`src/pkg/state_defines.vh`:
```
// Purpose: Constants for the processor state register block
// Assumes: Bits numbered 0 = msb (big-endian); vector index = 31 - bit
// Notes on behaviour
// User cache locking blocked when lock enable clear; data storage int, lock flag set.
// Sleep allow clear blocks power saving; set allows state chosen by hw_config0.
// Critical enable gates critical input and watchdog interrupts.
// External enable gates external, decrementer and fixed-interval interrupts.
// User mode set refuses privileged instructions and resources.
// Float avail clear: any float instruction raises float-unavailable interrupt.
// Float avail set: float instruction raises unimplemented-operation program exception.
// Machine check enable gates machine check interrupts.
// Debug allow gates debug interrupts.
// Both float exception mode bits have no effect on behaviour.
// Reserved bits and the vector-extension bit have no effect.
// Unimplemented reserved bits read zero; writes to them discarded.
// Taking an interrupt copies the state register into the class save register.
// State register write in user mode refused with privileged program exception.
`ifndef STATE_DEFINES_VH
`define STATE_DEFINES_VH

// Vector indices (31 - architectural bit number)
`define USER_LOCK_EN_IDX 26
`define SLEEP_ALLOW_IDX 18
`define CRIT_EN_IDX 17
`define EXT_EN_IDX 15
`define USER_MODE_IDX 14
`define FLOAT_AVAIL_IDX 13
`define MCHECK_EN_IDX 12
`define FPEXC_MODE0_IDX 11
`define DBG_ALLOW_IDX 9
`define FPEXC_MODE1_IDX 8
`define INSTR_SPACE_IDX 5
`define DATA_SPACE_IDX 4

// Implemented bits: 5,13,14,16..20,22,23,26,27 (bit 6 allocated, not kept)
`define MS_IMPL_MASK 32'h0406_fb30
`define MS_RESET 32'h0000_0000

// Interrupt classes for save-register selection
`define CLS_NONCRIT 2'h0
`define CLS_CRIT 2'h1
`define CLS_DEBUG 2'h2

// Taken interrupt source codes
`define SRC_NONE 3'h0
`define SRC_EXT 3'h1
`define SRC_CRIT 3'h2
`define SRC_MCHK 3'h3
`define SRC_DBG 3'h4

// Power state shown while no saving state is entered
`define PM_NONE 3'h0

`endif

```
`src/rtl/processor_state_control.v`:
```
// Purpose: Processor state register with interrupt gating and trap decisions
// Assumes: Requests come from the core pipeline on the same clock
// Notes: Outputs are registered, so decisions appear one cycle after request
`timescale 1ns/1ps
`include "state_defines.vh"

module processor_state_control (
    // Clock and reset
    input wire clock,
    input wire rst,
    // Software write / read
    input wire wr_req,
    input wire [31:0] wr_data,
    output reg [31:0] rd_data_q,
    output reg priv_exc_q,
    // Interrupt requests
    input wire crit_in_req,
    input wire watchdog_req,
    input wire ext_in_req,
    input wire dec_req,
    input wire fit_req,
    input wire mcheck_req,
    input wire debug_req,
    // Instruction checks
    input wire priv_instr,
    input wire float_instr,
    input wire cache_lock_instr,
    input wire cache_lock_is_instr,
    // Return from interrupt
    input wire rfi_req,
    input wire [1:0] rfi_class,
    // Power
    input wire power_cond,
    input wire [2:0] pm_select,
    // Results
    output reg [2:0] take_int_q,
    output reg [1:0] take_class_q,
    output reg fp_unavail_q,
    output reg unimpl_op_q,
    output reg dsi_q,
    output reg instr_lock_flag_q,
    output reg data_lock_flag_q,
    output reg [2:0] power_state_q,
    output reg [31:0] save_state_noncrit_q,
    output reg [31:0] save_state_crit_q,
    output reg [31:0] save_state_debug_q
);

    // State register and its next value, reserved bits kept clear
    reg [31:0] ms_q;
    reg [31:0] ms_d;
    // Winning request of this cycle
    reg [1:0] cls;
    reg take;
    reg [2:0] which;

    function [31:0] restore_src;
        input [1:0] c;
        input [31:0] n, cr, d;
        begin
            case (c)
                `CLS_CRIT: restore_src = cr;
                `CLS_DEBUG: restore_src = d;
                default: restore_src = n;
            endcase
        end
    endfunction

    // Lock check shared by the trap and both syndrome flags
    function lock_refused;
        input lock_instr;
        input user;
        input user_lock_en;
        begin
            lock_refused = lock_instr && user && !user_lock_en;
        end
    endfunction

    // Priority: debug, machine check, critical, external class
    always @*
    begin
        take = 1'b0;
        cls = `CLS_NONCRIT;
        which = `SRC_NONE;
        // Debug gate
        if (debug_req && ms_q[`DBG_ALLOW_IDX])
        begin
            take = 1'b1;
            cls = `CLS_DEBUG;
            which = `SRC_DBG;
        end
        // Machine check gate
        else if (mcheck_req && ms_q[`MCHECK_EN_IDX])
        begin
            take = 1'b1;
            cls = `CLS_CRIT;
            which = `SRC_MCHK;
        end
        // Critical gate
        else if ((crit_in_req || watchdog_req) && ms_q[`CRIT_EN_IDX])
        begin
            take = 1'b1;
            cls = `CLS_CRIT;
            which = `SRC_CRIT;
        end
        // External gate
        else if ((ext_in_req || dec_req || fit_req) && ms_q[`EXT_EN_IDX])
        begin
            take = 1'b1;
            cls = `CLS_NONCRIT;
            which = `SRC_EXT;
        end
    end

    // Interrupt entry clears nothing here; the core's handler state is beyond this block
    always @*
    begin
        ms_d = ms_q;
        // Return beats a write in the same cycle
        if (rfi_req)
            ms_d = restore_src(rfi_class, save_state_noncrit_q, save_state_crit_q,
                save_state_debug_q) & `MS_IMPL_MASK;
        // User-mode write refused
        else if (wr_req && !ms_q[`USER_MODE_IDX])
            // Reserved and vector bits dropped; stored only, never used
            ms_d = wr_data & `MS_IMPL_MASK;
    end

    // State register; software sees it one cycle later through rd_data_q
    always @(posedge clock)
    begin
        if (rst)
        begin
            ms_q <= `MS_RESET;
            rd_data_q <= `MS_RESET;
        end
        else
        begin
            ms_q <= ms_d;
            // Reserved bits read zero
            rd_data_q <= ms_q & `MS_IMPL_MASK;
        end
    end

    // Interrupt decision; source and class stand one cycle per request
    always @(posedge clock)
    begin
        if (rst)
        begin
            take_int_q <= `SRC_NONE;
            take_class_q <= `CLS_NONCRIT;
        end
        else
        begin
            take_int_q <= which;
            take_class_q <= cls;
        end
    end

    // Save on interrupt
    // Pre-edge state is saved, so a write in the same cycle is not captured
    always @(posedge clock)
    begin
        if (rst)
        begin
            save_state_noncrit_q <= `MS_RESET;
            save_state_crit_q <= `MS_RESET;
            save_state_debug_q <= `MS_RESET;
        end
        else
        begin
            if (take && cls == `CLS_NONCRIT)
                save_state_noncrit_q <= ms_q;
            if (take && cls == `CLS_CRIT)
                save_state_crit_q <= ms_q;
            if (take && cls == `CLS_DEBUG)
                save_state_debug_q <= ms_q;
        end
    end

    // Instruction traps; the core picks the vector, this block only flags
    always @(posedge clock)
    begin
        if (rst)
        begin
            priv_exc_q <= 1'b0;
            fp_unavail_q <= 1'b0;
            unimpl_op_q <= 1'b0;
            dsi_q <= 1'b0;
            instr_lock_flag_q <= 1'b0;
            data_lock_flag_q <= 1'b0;
        end
        else
        begin
            // Privilege refusal
            priv_exc_q <= ms_q[`USER_MODE_IDX] && (priv_instr || wr_req);
            // Float unavailable
            fp_unavail_q <= float_instr && !ms_q[`FLOAT_AVAIL_IDX];
            // No float hardware
            unimpl_op_q <= float_instr && ms_q[`FLOAT_AVAIL_IDX];
            // User cache lock check
            dsi_q <= lock_refused(cache_lock_instr, ms_q[`USER_MODE_IDX],
                ms_q[`USER_LOCK_EN_IDX]);
            instr_lock_flag_q <= lock_refused(cache_lock_instr, ms_q[`USER_MODE_IDX],
                ms_q[`USER_LOCK_EN_IDX]) && cache_lock_is_instr;
            data_lock_flag_q <= lock_refused(cache_lock_instr, ms_q[`USER_MODE_IDX],
                ms_q[`USER_LOCK_EN_IDX]) && !cache_lock_is_instr;
        end
    end

    // Power-saving entry
    // Selection passes through unchecked; the core decodes doze, nap or sleep
    always @(posedge clock)
    begin
        if (rst)
            power_state_q <= `PM_NONE;
        else if (ms_q[`SLEEP_ALLOW_IDX] && power_cond)
            power_state_q <= pm_select;
        else
            power_state_q <= `PM_NONE;
    end

endmodule

```
`config.mk`:
```
export PLATFORM = sky130hd
export DESIGN_NAME = processor_state_control
export DESIGN_NICKNAME = d
export VERILOG_FILES = /design/src/rtl/processor_state_control.v
export VERILOG_INCLUDE_DIRS = /design/src /design/src/pkg
export SDC_FILE = /design/constraint.sdc
export NUM_CORES = 1
export LEC_CHECK = 0
export ABC_CLOCK_PERIOD_IN_PS = 2090
export BUFFER_PORTS_ARGS = -buffer_cell sky130_fd_sc_hd__buf_2
export CAP_MARGIN = 20
export CORE_ASPECT_RATIO = 1.25
export CORE_MARGIN = 2
export CORE_UTILIZATION = 44
export DETAILED_ROUTE_END_ITERATION = 8
export PLACE_DENSITY = 0.8
export SYNTH_ARGS = -nofsm -noshare
export SYNTH_HDL_FRONTEND = slang
export SYNTH_SLANG_ARGS = --single-unit
```
`constraint.sdc`:
```
create_clock -name clock -period 2.09 [get_ports clock]
set_clock_uncertainty 0.2 [all_clocks]
set_input_delay 0.3135 -clock clock [delete_from_list [all_inputs] [get_ports clock]]
set_output_delay 0.3135 -clock clock [all_outputs]
set_load 0.01 [all_outputs]
```
Word level (Yosys, flattened, before mapping)
Index checks and enable logic that the tools add are counted.

Input bits: 53. Register bits: 94. Logic and storage cells: 63.

Bitwise gates (word level): 1. Equality and inequality tests: 4. Muxes and demuxes: 14. Reduce and logical (&&, ||, !) cells: 28.

Operator list (number): two-way mux 27 bit (2); one-hot mux 27 bit (2 select lines) (1); logical AND 1 bit (16); two-way mux 1 bit (7); two-way mux 2 bit (3); equality test 2 x 1 -> 1 bit, second input constant (2); equality test 2 bit, second input constant (2); zero test 1 bit (4); logical OR 1 bit (4); OR reduction 2 bit (2); two-way mux 3 bit (1); zero test 2 bit (1); nonzero test 2 bit (1); NOT 1 bit (1).

Longest topological paths before layout
Gate-level depths: netlist (run 1).

Word-level depth: 8. Gate-level depth with buffers: 6. Gate-level depth less buffers: 5.

Worst setup path after synthesis (run 1)
Ideal clock, no wire load.

Path kind: input-to-reg. Start point: input rfi_class[0]. End point: register ms_q[11]. Stages on the path: 5. Required time: 1774 ps. Path slack: 562 ps. Data arrival time: 1212 ps. Setup time: 116 ps. Cells stage by stage: inv_1 > ha_1 > clkbuf_1 > o211ai_1 > o211a_1.

Word-level cells in the longest chain between the ends: 3. Elaborated cells between the ends (all ways): 4. Classes of those cells: eq/ne (2); mux (2).

RTL lines: from (decl) (RTL line processor_state_control.v:31) `input wire [1:0] rfi_class,`; equality test 2 bit or equality test 2 x 1 -> 1 bit (tied branches) (RTL line processor_state_control.v:61) `case (c)`; one-hot mux 27 bit (2 select lines) (*) (RTL line processor_state_control.v:61); two-way mux 27 bit (*) (RTL line processor_state_control.v:120) `if (rfi_req)`; to (signal assigned) (RTL line processor_state_control.v:134) `` ms_q <= `MS_RESET; ``; to (signal assigned) (RTL line processor_state_control.v:139) `ms_q <= ms_d;`; to (decl) (RTL line processor_state_control.v:50) `reg [31:0] ms_q;`.

Mark *: on every way between the ends. The rest lies on a longest branch, timed or not. A chain may end at the register's enable or synchronous reset.

Worst setup path after layout (run 1)
Start point: register ms_q[18]. End point: register power_state_q[2].

Word-level cells in the longest chain between the ends: 3.

RTL lines: logical AND 1 bit (RTL line processor_state_control.v:217) `` else if (ms_q[`SLEEP_ALLOW_IDX] && power_cond) ``; NOT 1 bit (no source line); OR reduction 2 bit (no source line); to (signal assigned) (RTL line processor_state_control.v:216) `` power_state_q <= `PM_NONE; ``; to (signal assigned) (RTL line processor_state_control.v:218) `power_state_q <= pm_select;`; to (signal assigned) (RTL line processor_state_control.v:220) `` power_state_q <= `PM_NONE; ``; to (decl) (RTL line processor_state_control.v:43) `output reg [2:0] power_state_q,`.

No other way between the ends.

==> results_dict.tcl, run 1 <==
set metrics [dict create \
    synth.largest_area_cell "dfxtp_1" \
    grt_max_degree 25 \
    clockRootBuffer "clkbuf_8" \
    whs_endpoint "power_state_q[0]" \
    hp-start "power_cond" \
    cp-end-kind "flip-flop" \
    final_layout_size_suffix_gt1_share_pct 29.3 \
    drcViolationCount 0 \
    crit_buf_inv 1 \
    required_ps 2190 \
    rsz0062_at_grt "false" \
    rr_worst_depth 3 \
    core_um2 7440 \
    die_x_um 82.7 \
    routed_wl_um 7980 \
    start_util_pct 45.8 \
    period_share_pct 80.1 \
    critPathTopFamily "simple AND/OR/NAND/NOR gates" \
    final_common_cell "buf_2" \
    setup_viol 0 \
    clk_path_buf_depth 2 \
    async_flop_share_pct 0 \
    finalInstanceArea_um2 4070 \
    antenna_found_initial 0 \
    post_drt_wl_per_cell_um 13.9 \
    cpPeakStageDelay_ps 540 \
    io_pins 195 \
    ys_top_cells_by_area "dfxtp_1 (43%), buf_4 (18%), nand2_1 (6.9%)" \
    postRouteAntennaNets 0 \
    area_growth_pct 19.3 \
    final_cells 574 \
    h-tree-depth 3 \
    hold_ws_ps 13.4 \
    num_vias 2725 \
    yosysWarnings 0 \
    peakVddDrop_mv 0.489 \
    hp-class "in -> reg" \
    final_nets 532 \
    drt_iter0_markers 139 \
    rows 35 \
    rrSetupSlack_ps 420 \
    ys_ff_latch 73 \
    clk_latency_ps 350 \
    finalHoldViolations 0 \
    netlist_area_um2 3410 \
    whs_path_depth 2 \
    synthDistinctLibCells 32 \
    seq_area_frac_synth_pct 42.9 \
    p_leak_uw 0.00221 \
    cts.sinks 73 \
    p_per_area_nw_per_um2 825 \
    tns_ps 0 \
    synth_edf_count 0 \
    synth_top_area_share_pct 42.9 \
    critical-path-slowest-cell "dlygate4sd3_1" \
    drt_first_pass_iters 5 \
    gp_congestion 0.775 \
    fmax_ghz 0.597 \
    cap_violations 0 \
    outcome "finished, final reports clean" \
    crit_path_max_fanout 6 \
    layout.cells.most_common_list "buf_2 (94), conb_1 (80), dfxtp_1 (73), nand2_1 (63), mux2i_1 (18)" \
    cp-start-kind "flip-flop" \
    dp_cells 549 \
    grt_usage_pct 18.9 \
    cts_buffers 9 \
    grt_pass1_wl_um 11800 \
    cts_tree "done" \
    ys.flop_type "dfxtp_1" \
    placed_cell_area_um2 3700 \
    grt_pass1_vias 2449 \
    diodes 0 \
    drv_slew 0 \
    postSynthCellCount 369 \
    synth_area_per_cell_um2 9.24 \
    r2r_start "ms_q[18]" \
    portBuffers 94 \
    viasPerCell 4.75 \
    cp.arrival_ps 1770 \
    fp.dieArea_um2 8470 \
    grt-ovfl-total 0 \
    critPathKind "reg -> reg" \
    die_h_um 102 \
    dp_hpwl_um 5800 \
    r2r-end "power_state_q[2]" \
    crit_chain "nor2b_1 -> and3_1 -> dlygate4sd3_1" \
    clk_pin_slew_ps 80 \
    post-route-min-period_ps 1670 \
]
cell type report:
type,instances,area [µm²]
fillers,691,3380
multi-input cells,261,1490
flip-flops and latches,73,1460
repair buffers,118,673
clock buffers,11,151
clock inverters,5,125
well taps,92,115
inverters,14,52.6
cell usage after synthesis, types with 2 or more instances:
cell type,number
buf_4,82
dfxtp_1,73
nand2_1,63
mux2i_1,18
a21oi_1,14
inv_1,14
mux2_2,13
a22oi_1,12
o211a_1,12
clkbuf_1,11
o211ai_1,11
nor2b_1,6
buf_2,5
nor2_1,5
and3_1,4
and2_1,3
nor3_1,3
a211oi_1,2
buf_6,2
ha_1,2
nand2b_1,2
nor3b_1,2
per-layer routing:
metal	vias up	GRT usage (%)	part of all wire, %
li1	1289	-	-
met5	-	0	0
met1	1264	20.7	37
met4	0	10.7	2.5
met2	151	33.1	51
met3	21	4.06	8.6
flip-flops by register name, indices dropped and copies added (netlist names), 3 cells and up:
signal                count
ms_q                     12
power_state_q             3
rd_data_q                12
save_state_crit_q        12
save_state_debug_q       12
save_state_noncrit_q     12
take_int_q                3
what timing repair did:
action	4_1_cts	5_1_grt
endpoints found under the hold margin	7	0
resized for setup	0	0
hold buffers	9	0
buffers inserted	0	0
through the flow:
step / setup slack (ps) / util (%) / power [µW]
2_1_floorplan: 562 / - / 1850
3_3_place_gp: 320 / 49.7 / 1860
3_5_place_dp: 270 / 49.7 / 1870
4_1_cts: 424 / 54.6 / 3380
5_1_grt: 337 / 54.6 / 3480
6_report: 416 / 54.6 / 3350
how the worst max path moves through the flow:
stage                      start                  endpoint  slack, ps  cells after the start
floorplan           rfi_class[0]                  ms_q[11]        560                      5
finish                  ms_q[18]          power_state_q[2]        420                      3
global route            ms_q[18]          power_state_q[2]        340                      3
global placement    watchdog_req  save_state_noncrit_q[14]        320                      5
detailed placement  watchdog_req      save_state_crit_q[5]        270                      5
CTS                     ms_q[18]          power_state_q[1]        420                      3
cells by family (layout without fill, tap and decap cells):
group / Yosys count / after routing / synth area share [%]
AO/OA/AOI/OAI: 57 / 57 / 12.5
adder cells (fa/ha/maj): 2 / 2 / 0.734
buffers and inverters: 114 / 148 / 22.2
flip-flops: 73 / 73 / 42.9
multiplexers: 32 / 32 / 10.0
other: 1 / 80 / 0.110
AND/OR/NAND/NOR: 90 / 90 / 11.6
power breakdown:
| part | total [µW] | leakage, µW | switching (µW) | internal, µW |
|---|---|---|---|---|
| Sequential | 1470 | 0.000594 | 28.5 | 1440 |
| Combinational | 384 | 0.00147 | 240 | 145 |
| Clock | 1500 | 0.000140 | 527 | 977 |
| Total | 3350 | 0.00221 | 795 | 2560 |
No activity file was read; power rests on OpenSTA's default activity.
==> run 2, diff against run 1 <==
- ABC_AREA: default -> 1
- ABC_CLOCK_PERIOD_IN_PS: 2090 -> 1350
- CORE_UTILIZATION: 44 -> 40
- PLACE_DENSITY: 0.8 -> 0.76
- clock period: 2.09 -> 1.35 ns (I/O delays scaled with it)
==> run 2 against run 1 <==
  * The run now ends with hold timing left
  * Largest cell class unchanged
  * Largest power group is now registers
  * Routed wire length increased by 14%
  * Cell area increased by 7.5%
  * Area after synthesis increased by 3.3%
  * Flip-flop and latch count unchanged
  * Setup slack got worse by 390 ps
  * Core utilization decreased by 3.8 points
  * Register-to-register slack got worse by 390 ps
  * Non-clock buffer count increased by 19
==> results_dict.tcl, run 2 <==
set metrics [dict create \
    yosysWarnings 0 \
    post_drt_wl_per_cell_um 12.9 \
    rows 38 \
    cap_violations 0 \
    cp_common_cell "nand2_1" \
    drt_first_pass_iters 5 \
    yosys.cell_count.top_type "buf_4" \
    synth_area_per_cell_um2 7.67 \
    ys_top_cells_by_count "buf_4 (83), nand2_1 (79), dfxtp_1 (73)" \
    grt_usage_pct 18.5 \
    final_layout_size_suffix_gt1_share_pct 28.1 \
    top_usage_layer "met2" \
    crit_buf_inv 2 \
    netlist_area_um2 3520 \
    p_leak_uw 0.00223 \
    io_pins 195 \
    ys_top_cells_by_area "dfxtp_1 (41%), buf_4 (18%), nand2_1 (8.4%)" \
    swShare_pct 31.2 \
    period_share_pct 98.4 \
    clockRootBuffer "clkbuf_8" \
    ys_ff_latch 73 \
    cts_buffers 9 \
    grt_use_met3_pct 4.54 \
    grt-ovfl-total 0 \
    clk_path_buf_depth 2 \
    gp_congestion 0.915 \
    required_ps 1420 \
    dp_cells 668 \
    portBuffers 94 \
    cts_hold_buf 23 \
    drcViolationCount 0 \
    outcome "finished, violations left" \
    routed_wl_um 9100 \
    p_int_uw 3400 \
    n_fill_cell 791 \
    clk_latency_ps 360 \
    synthDistinctLibCells 26 \
    die_x_um 87.9 \
    p_per_area_nw_per_um2 1130 \
    grt_pass1_vias 2774 \
    critPathTopFamily "flip-flops" \
    failed_checks "hold timing" \
    r2r_start "ms_q[14]" \
    postRouteAntennaNets 0 \
    critPathKind "reg -> reg" \
    drv_slew 0 \
    h-tree-depth 3 \
    fp.dieArea_um2 9580 \
    multiInputGateArea_um2 1530 \
    crit_path_max_fanout 18 \
    hp-start "mcheck_req" \
    die_h_um 109 \
    layout.cells.most_common_list "buf_2 (94), conb_1 (80), nand2_1 (79), dfxtp_1 (70), nor2_1 (42)" \
    peakVddDrop_mv 0.414 \
    power_frac_clock_pct 29.3 \
    post-route-min-period_ps 1330 \
    postSynthCellCount 459 \
    final_common_cell "buf_2" \
    clk_pin_slew_ps 80 \
    antenna_found_initial 0 \
    met2_usage_pct 30.7 \
    rrSetupSlack_ps 20 \
    synth.largest_area_cell "dfxtp_1" \
    drt_iter0_markers 308 \
    placed_cell_area_um2 3920 \
    critical-path-slowest-cell "dfxtp_2" \
    area_growth_pct 24.0 \
    diodes 0 \
    grt_max_degree 31 \
    cp-end-kind "flip-flop" \
    grt_util_met1_pct 21.3 \
    hold_ws_ps -53.0 \
    finalHoldViolations 5 \
    p_total_uw 4940 \
    ys.flop_type "dfxtp_1" \
    async_flop_share_pct 0 \
    cts.sinks 73 \
    final_cells 707 \
    comb_power_share_pct 21.7 \
    seqPwrFrac_pct 49.0 \
    cts_tree "done" \
    synth_top_area_share_pct 41.5 \
    finalInstanceArea_um2 4370 \
    viasPerCell 4.58 \
    crit_chain "inv_2 -> nand2_1 -> nand2_1 -> buf_6 -> o21ai_1 -> a21oi_1" \
    synth_edf_count 0 \
    cpPeakStageDelay_ps 340 \
    grt_pass1_wl_um 13500 \
    dp_hpwl_um 6410 \
    num_vias 3240 \
    fmax_ghz 0.753 \
    cp-start-kind "flip-flop" \
    start_util_pct 40.9 \
    hp-class "in -> reg" \
    seq_area_um2 1470 \
    setup_viol 0 \
    p_sw_uw 1540 \
    critPathLaunch "ms_q[14]" \
    cp.arrival_ps 1400 \
    final_nets 637 \
    post-route-util_pct 50.8 \
    core_um2 8610 \
    rsz0062_at_grt "true" \
    seq_area_frac_synth_pct 41.5 \
]
-- run 2: changes by cell type after synthesis, sizes merged, moves of 18 or more --
cell / change
nand2: +21
mux2i: -18
o21ai: +47
nand3: +23
nor2: +51
a21oi: +24
-- run 2: power by group through the flow --
stage / clock, µW / sequential, µW / combinational (µW)
2_1_floorplan: 0 / 2500 / 729
3_3_place_gp: 0 / 2450 / 957
3_5_place_dp: 0 / 2460 / 974
4_1_cts: 1460 / 2410 / 1030
5_1_grt: 1560 / 2440 / 1170
6_report: 1450 / 2420 / 1070
-- run 2: cells by family after synthesis --
logic type      after synthesis  synth area share (%)
simple gates                165                  20.5
buf+inv                     131                  24.3
compound gates               87                  12.9
flops                        73                  41.5
fa+ha+maj                     2                 0.710
other cells                   1                 0.106
-- run 2: layout make-up --
class                   count  share of cell area, %
well taps                 120                   3.44
inverters                  27                   2.38
flip-flops and latches     73                   33.5
repair buffers            137                   22.0
multi-input cells         334                   35.1
clock inverters             3                  0.401
clock buffers              13                   3.18
-- run 2: through the flow --
| stage | TNS [ps] | setup slack, ps |
|---|---|---|
| 6_report | 0 | 21.3 |
| 5_1_grt | -2.26 | -2.26 |
| 4_1_cts | 0 | 15.1 |
| 3_5_place_dp | -3050 | -267 |
| 3_3_place_gp | -2290 | -208 |
| 2_1_floorplan | 0 | 1.20 |
-- run 2: timing repair --
action | in CTS | in global routing
endpoints found under the setup margin | 0 | 32
gates resized for setup | 0 | 15
setup buffers | 0 | 0
hold endpoints to repair | 26 | 4
-- run 2: path summary, 6_finish.rpt --
check / end / cells past startpoint
min reg2reg: rd_data_q[5] / 2
max reg2reg: ms_q[13] / 6
min: take_int_q[0] / 3
max: ms_q[13] / 6
-- run 2: worst reg2reg max path: stages, from the launching register on --
cell     delay, ps
dfxtp_2        340
inv_2           90
nand2_1         70
nand2_1         90
buf_6          190
o21ai_1         80
a21oi_1        190
-- run 2: metal layers --
metal / part of all wire, % / vias up
met2: 50 / 197
met5: 0 / -
met4: 3.8 / 0
li1: - / 1546
met3: 8.7 / 29
met1: 38 / 1468
==> run 3, diff against run 2 <==
- CELL_PAD_IN_SITES_DETAIL_PLACEMENT: default -> 1
- CELL_PAD_IN_SITES_GLOBAL_PLACEMENT: default -> 2
- CORE_UTILIZATION: 40 -> 21
- PLACE_DENSITY: 0.76 -> default
- PLACE_DENSITY_LB_ADDON: default -> 0.1
==> run 3 against run 2 <==
  * The flow still finishes with violations (hold timing)
  * Clock-buffer cell count is 1 lower
  * Global-route usage fell by 5.4 points
  * Non-clock buffer count increased by 10
  * Clock power increased by 79%
  * Maximum frequency increased by 0.47%
  * Final cell count is 15% higher
  * Critical endpoint is now save_state_noncrit_q[14]
  * Largest cell class unchanged
  * Highest routed layer unchanged
==> results_dict.tcl, run 3 (synthesis gave the netlist of run 2 again) <==
set metrics [dict create \
    fp.dieArea_um2 17800 \
    fmax_ghz 0.756 \
    routed_wl_um 12100 \
    hp-class "in -> reg" \
    r2r_start "ms_q[17]" \
    crit_path_max_fanout 6 \
    gp_congestion 0.721 \
    critical-path-slowest-cell "dfxtp_2" \
    grt-ovfl-total 0 \
    cts.sinks 73 \
    setup_viol 0 \
    grt_pass1_wl_um 17600 \
    rsz0062_at_grt "true" \
    clockRootBuffer "clkbuf_16" \
    p_per_area_nw_per_um2 1290 \
    finalHoldViolations 1 \
    dp_cells 770 \
    post-route-min-period_ps 1320 \
    crit_buf_inv 1 \
    final_nets 647 \
    hold_ws_ps -22.4 \
    outcome "finished, violations left" \
    drv_slew 0 \
    whs_endpoint "take_int_q[0]" \
    io_pins 195 \
    cp.arrival_ps 1350 \
    num_vias 3161 \
    failed_checks "hold timing" \
    core_um2 16300 \
    clk_path_buf_depth 2 \
    post_drt_wl_per_cell_um 14.9 \
    cts_setup_buffers 0 \
    die_x_um 120 \
    drt_iter0_markers 91 \
    r2r-end "save_state_noncrit_q[14]" \
    grt_pass1_vias 3087 \
    final_cells 812 \
    rr_worst_depth 7 \
    seq_area_um2 1470 \
    tns_ps 0 \
    crit_chain "o21ai_4 -> nand2_4 -> nor2_8 -> clkbuf_16 -> nand3_1 -> nand2_1 -> nor2_1" \
    area_growth_pct 36.4 \
    rrSetupSlack_ps 30 \
    postRouteAntennaNets 0 \
    critPathKind "reg -> reg" \
    n_fill_cell 1978 \
    clk_latency_ps 340 \
    p_leak_uw 0.00239 \
    critPathTopFamily "simple AND/OR/NAND/NOR gates" \
    grt_max_degree 25 \
    cts_tree "done" \
    layout.cells.most_common_list "buf_2 (94), conb_1 (80), nand2_1 (77), dfxtp_1 (70), o21ai_1 (43)" \
    cp-start-kind "flip-flop" \
    dp_hpwl_um 8550 \
    required_ps 1380 \
    whs_path_depth 3 \
    cap_violations 0 \
    peakVddDrop_mv 0.523 \
    cts_hold_buf 24 \
    h-tree-depth 3 \
    rows 52 \
    drcViolationCount 0 \
    antenna_found_initial 0 \
    period_share_pct 98.0 \
    cp-end-kind "flip-flop" \
    die_h_um 149 \
    cts_buffers 9 \
    clk_pin_slew_ps 60 \
    drt_first_pass_iters 4 \
    portBuffers 94 \
    final_layout_size_suffix_gt1_share_pct 29.2 \
    hp-start "mcheck_req" \
    diodes 0 \
    final_common_cell "buf_2" \
    cpPeakStageDelay_ps 340 \
    grt_usage_pct 13.1 \
    start_util_pct 21.6 \
    multiInputGateArea_um2 1540 \
    viasPerCell 3.89 \
]
run 3: cell types whose count changed in the layout (fill, tap and decap cells not counted), moves of 3 or more:
cell | before | now
clkbuf_8 | 9 | 1
o21ai_1 | 37 | 43
buf_12 | 7 | 10
buf_4 | 11 | 15
clkbuf_16 | 1 | 12
o21ai_0 | 6 | 2
run 3: where the power goes:
part | internal [µW] | switching [µW] | leakage [µW] | total (µW)
registers | 2310 | 122 | 0.000599 | 2430
clock network | 1660 | 931 | 0.000153 | 2590
logic | 473 | 688 | 0.00164 | 1160
total | 4440 | 1740 | 0.00239 | 6180
run 3: worst reg2reg max path, stage by stage, from the launching register on:
cell       delay [ps]
dfxtp_2           340
o21ai_4            70
nand2_4           110
nor2_8            160
clkbuf_16         170
nand3_1            60
nand2_1            60
nor2_1             40
run 3: layer usage:
| layer | vias to the layer above | GRT usage, % | share of wire [%] |
|---|---|---|---|
| met4 | 0 | 5.12 | 1.4 |
| met5 | - | 0 | 0 |
| met3 | 10 | 2.60 | 4.7 |
| met1 | 1473 | 16.8 | 45 |
| li1 | 1565 | - | - |
| met2 | 113 | 21.5 | 49 |
run 3: layout make-up:
cell class,count,area share (%)
Timing Repair Buffer,147,23.1
Clock inverter,3,1.35
Multi-Input combinational cell,334,32.1
Inverter,27,2.21
Sequential cell,73,30.5
Clock buffer,12,5.13
Tap cell,216,5.63
run 3: worst max path at each step:
stage / start / end / slack, ps / depth (start not counted)
final: ms_q[17] / save_state_noncrit_q[14] / 30 / 7
after global routing: ms_q[17] / save_state_noncrit_q[18] / -60 / 7
after CTS: save_state_noncrit_q[4] / save_state_noncrit_q[4] / 8 / 1
after detailed placement: rfi_class[0] / ms_q[17] / -180 / 8
after global placement: rfi_class[0] / ms_q[13] / -160 / 8
after floorplan: rfi_class[0] / ms_q[18] / 1 / 7
run 3: metrics by stage:
stage | setup WS [ps] | utilization (%) | cell area [µm²] | power, µW
after floorplan | 1.20 | - | 3820 | 3230
after global placement | -164 | 25.3 | 4130 | 3510
after detailed placement | -176 | 25.3 | 4130 | 3520
after CTS | 7.74 | 28.7 | 4680 | 6180
after global routing | -59.9 | 29.4 | 4800 | 6490
final | 27.5 | 29.4 | 4800 | 6180
run 3: repair_timing:
action,CTS,global route
endpoints found under the setup margin,1,47
endpoints found under the hold margin,25,1
pin swaps,1,2
resized for setup,1,19
cloned,0,3
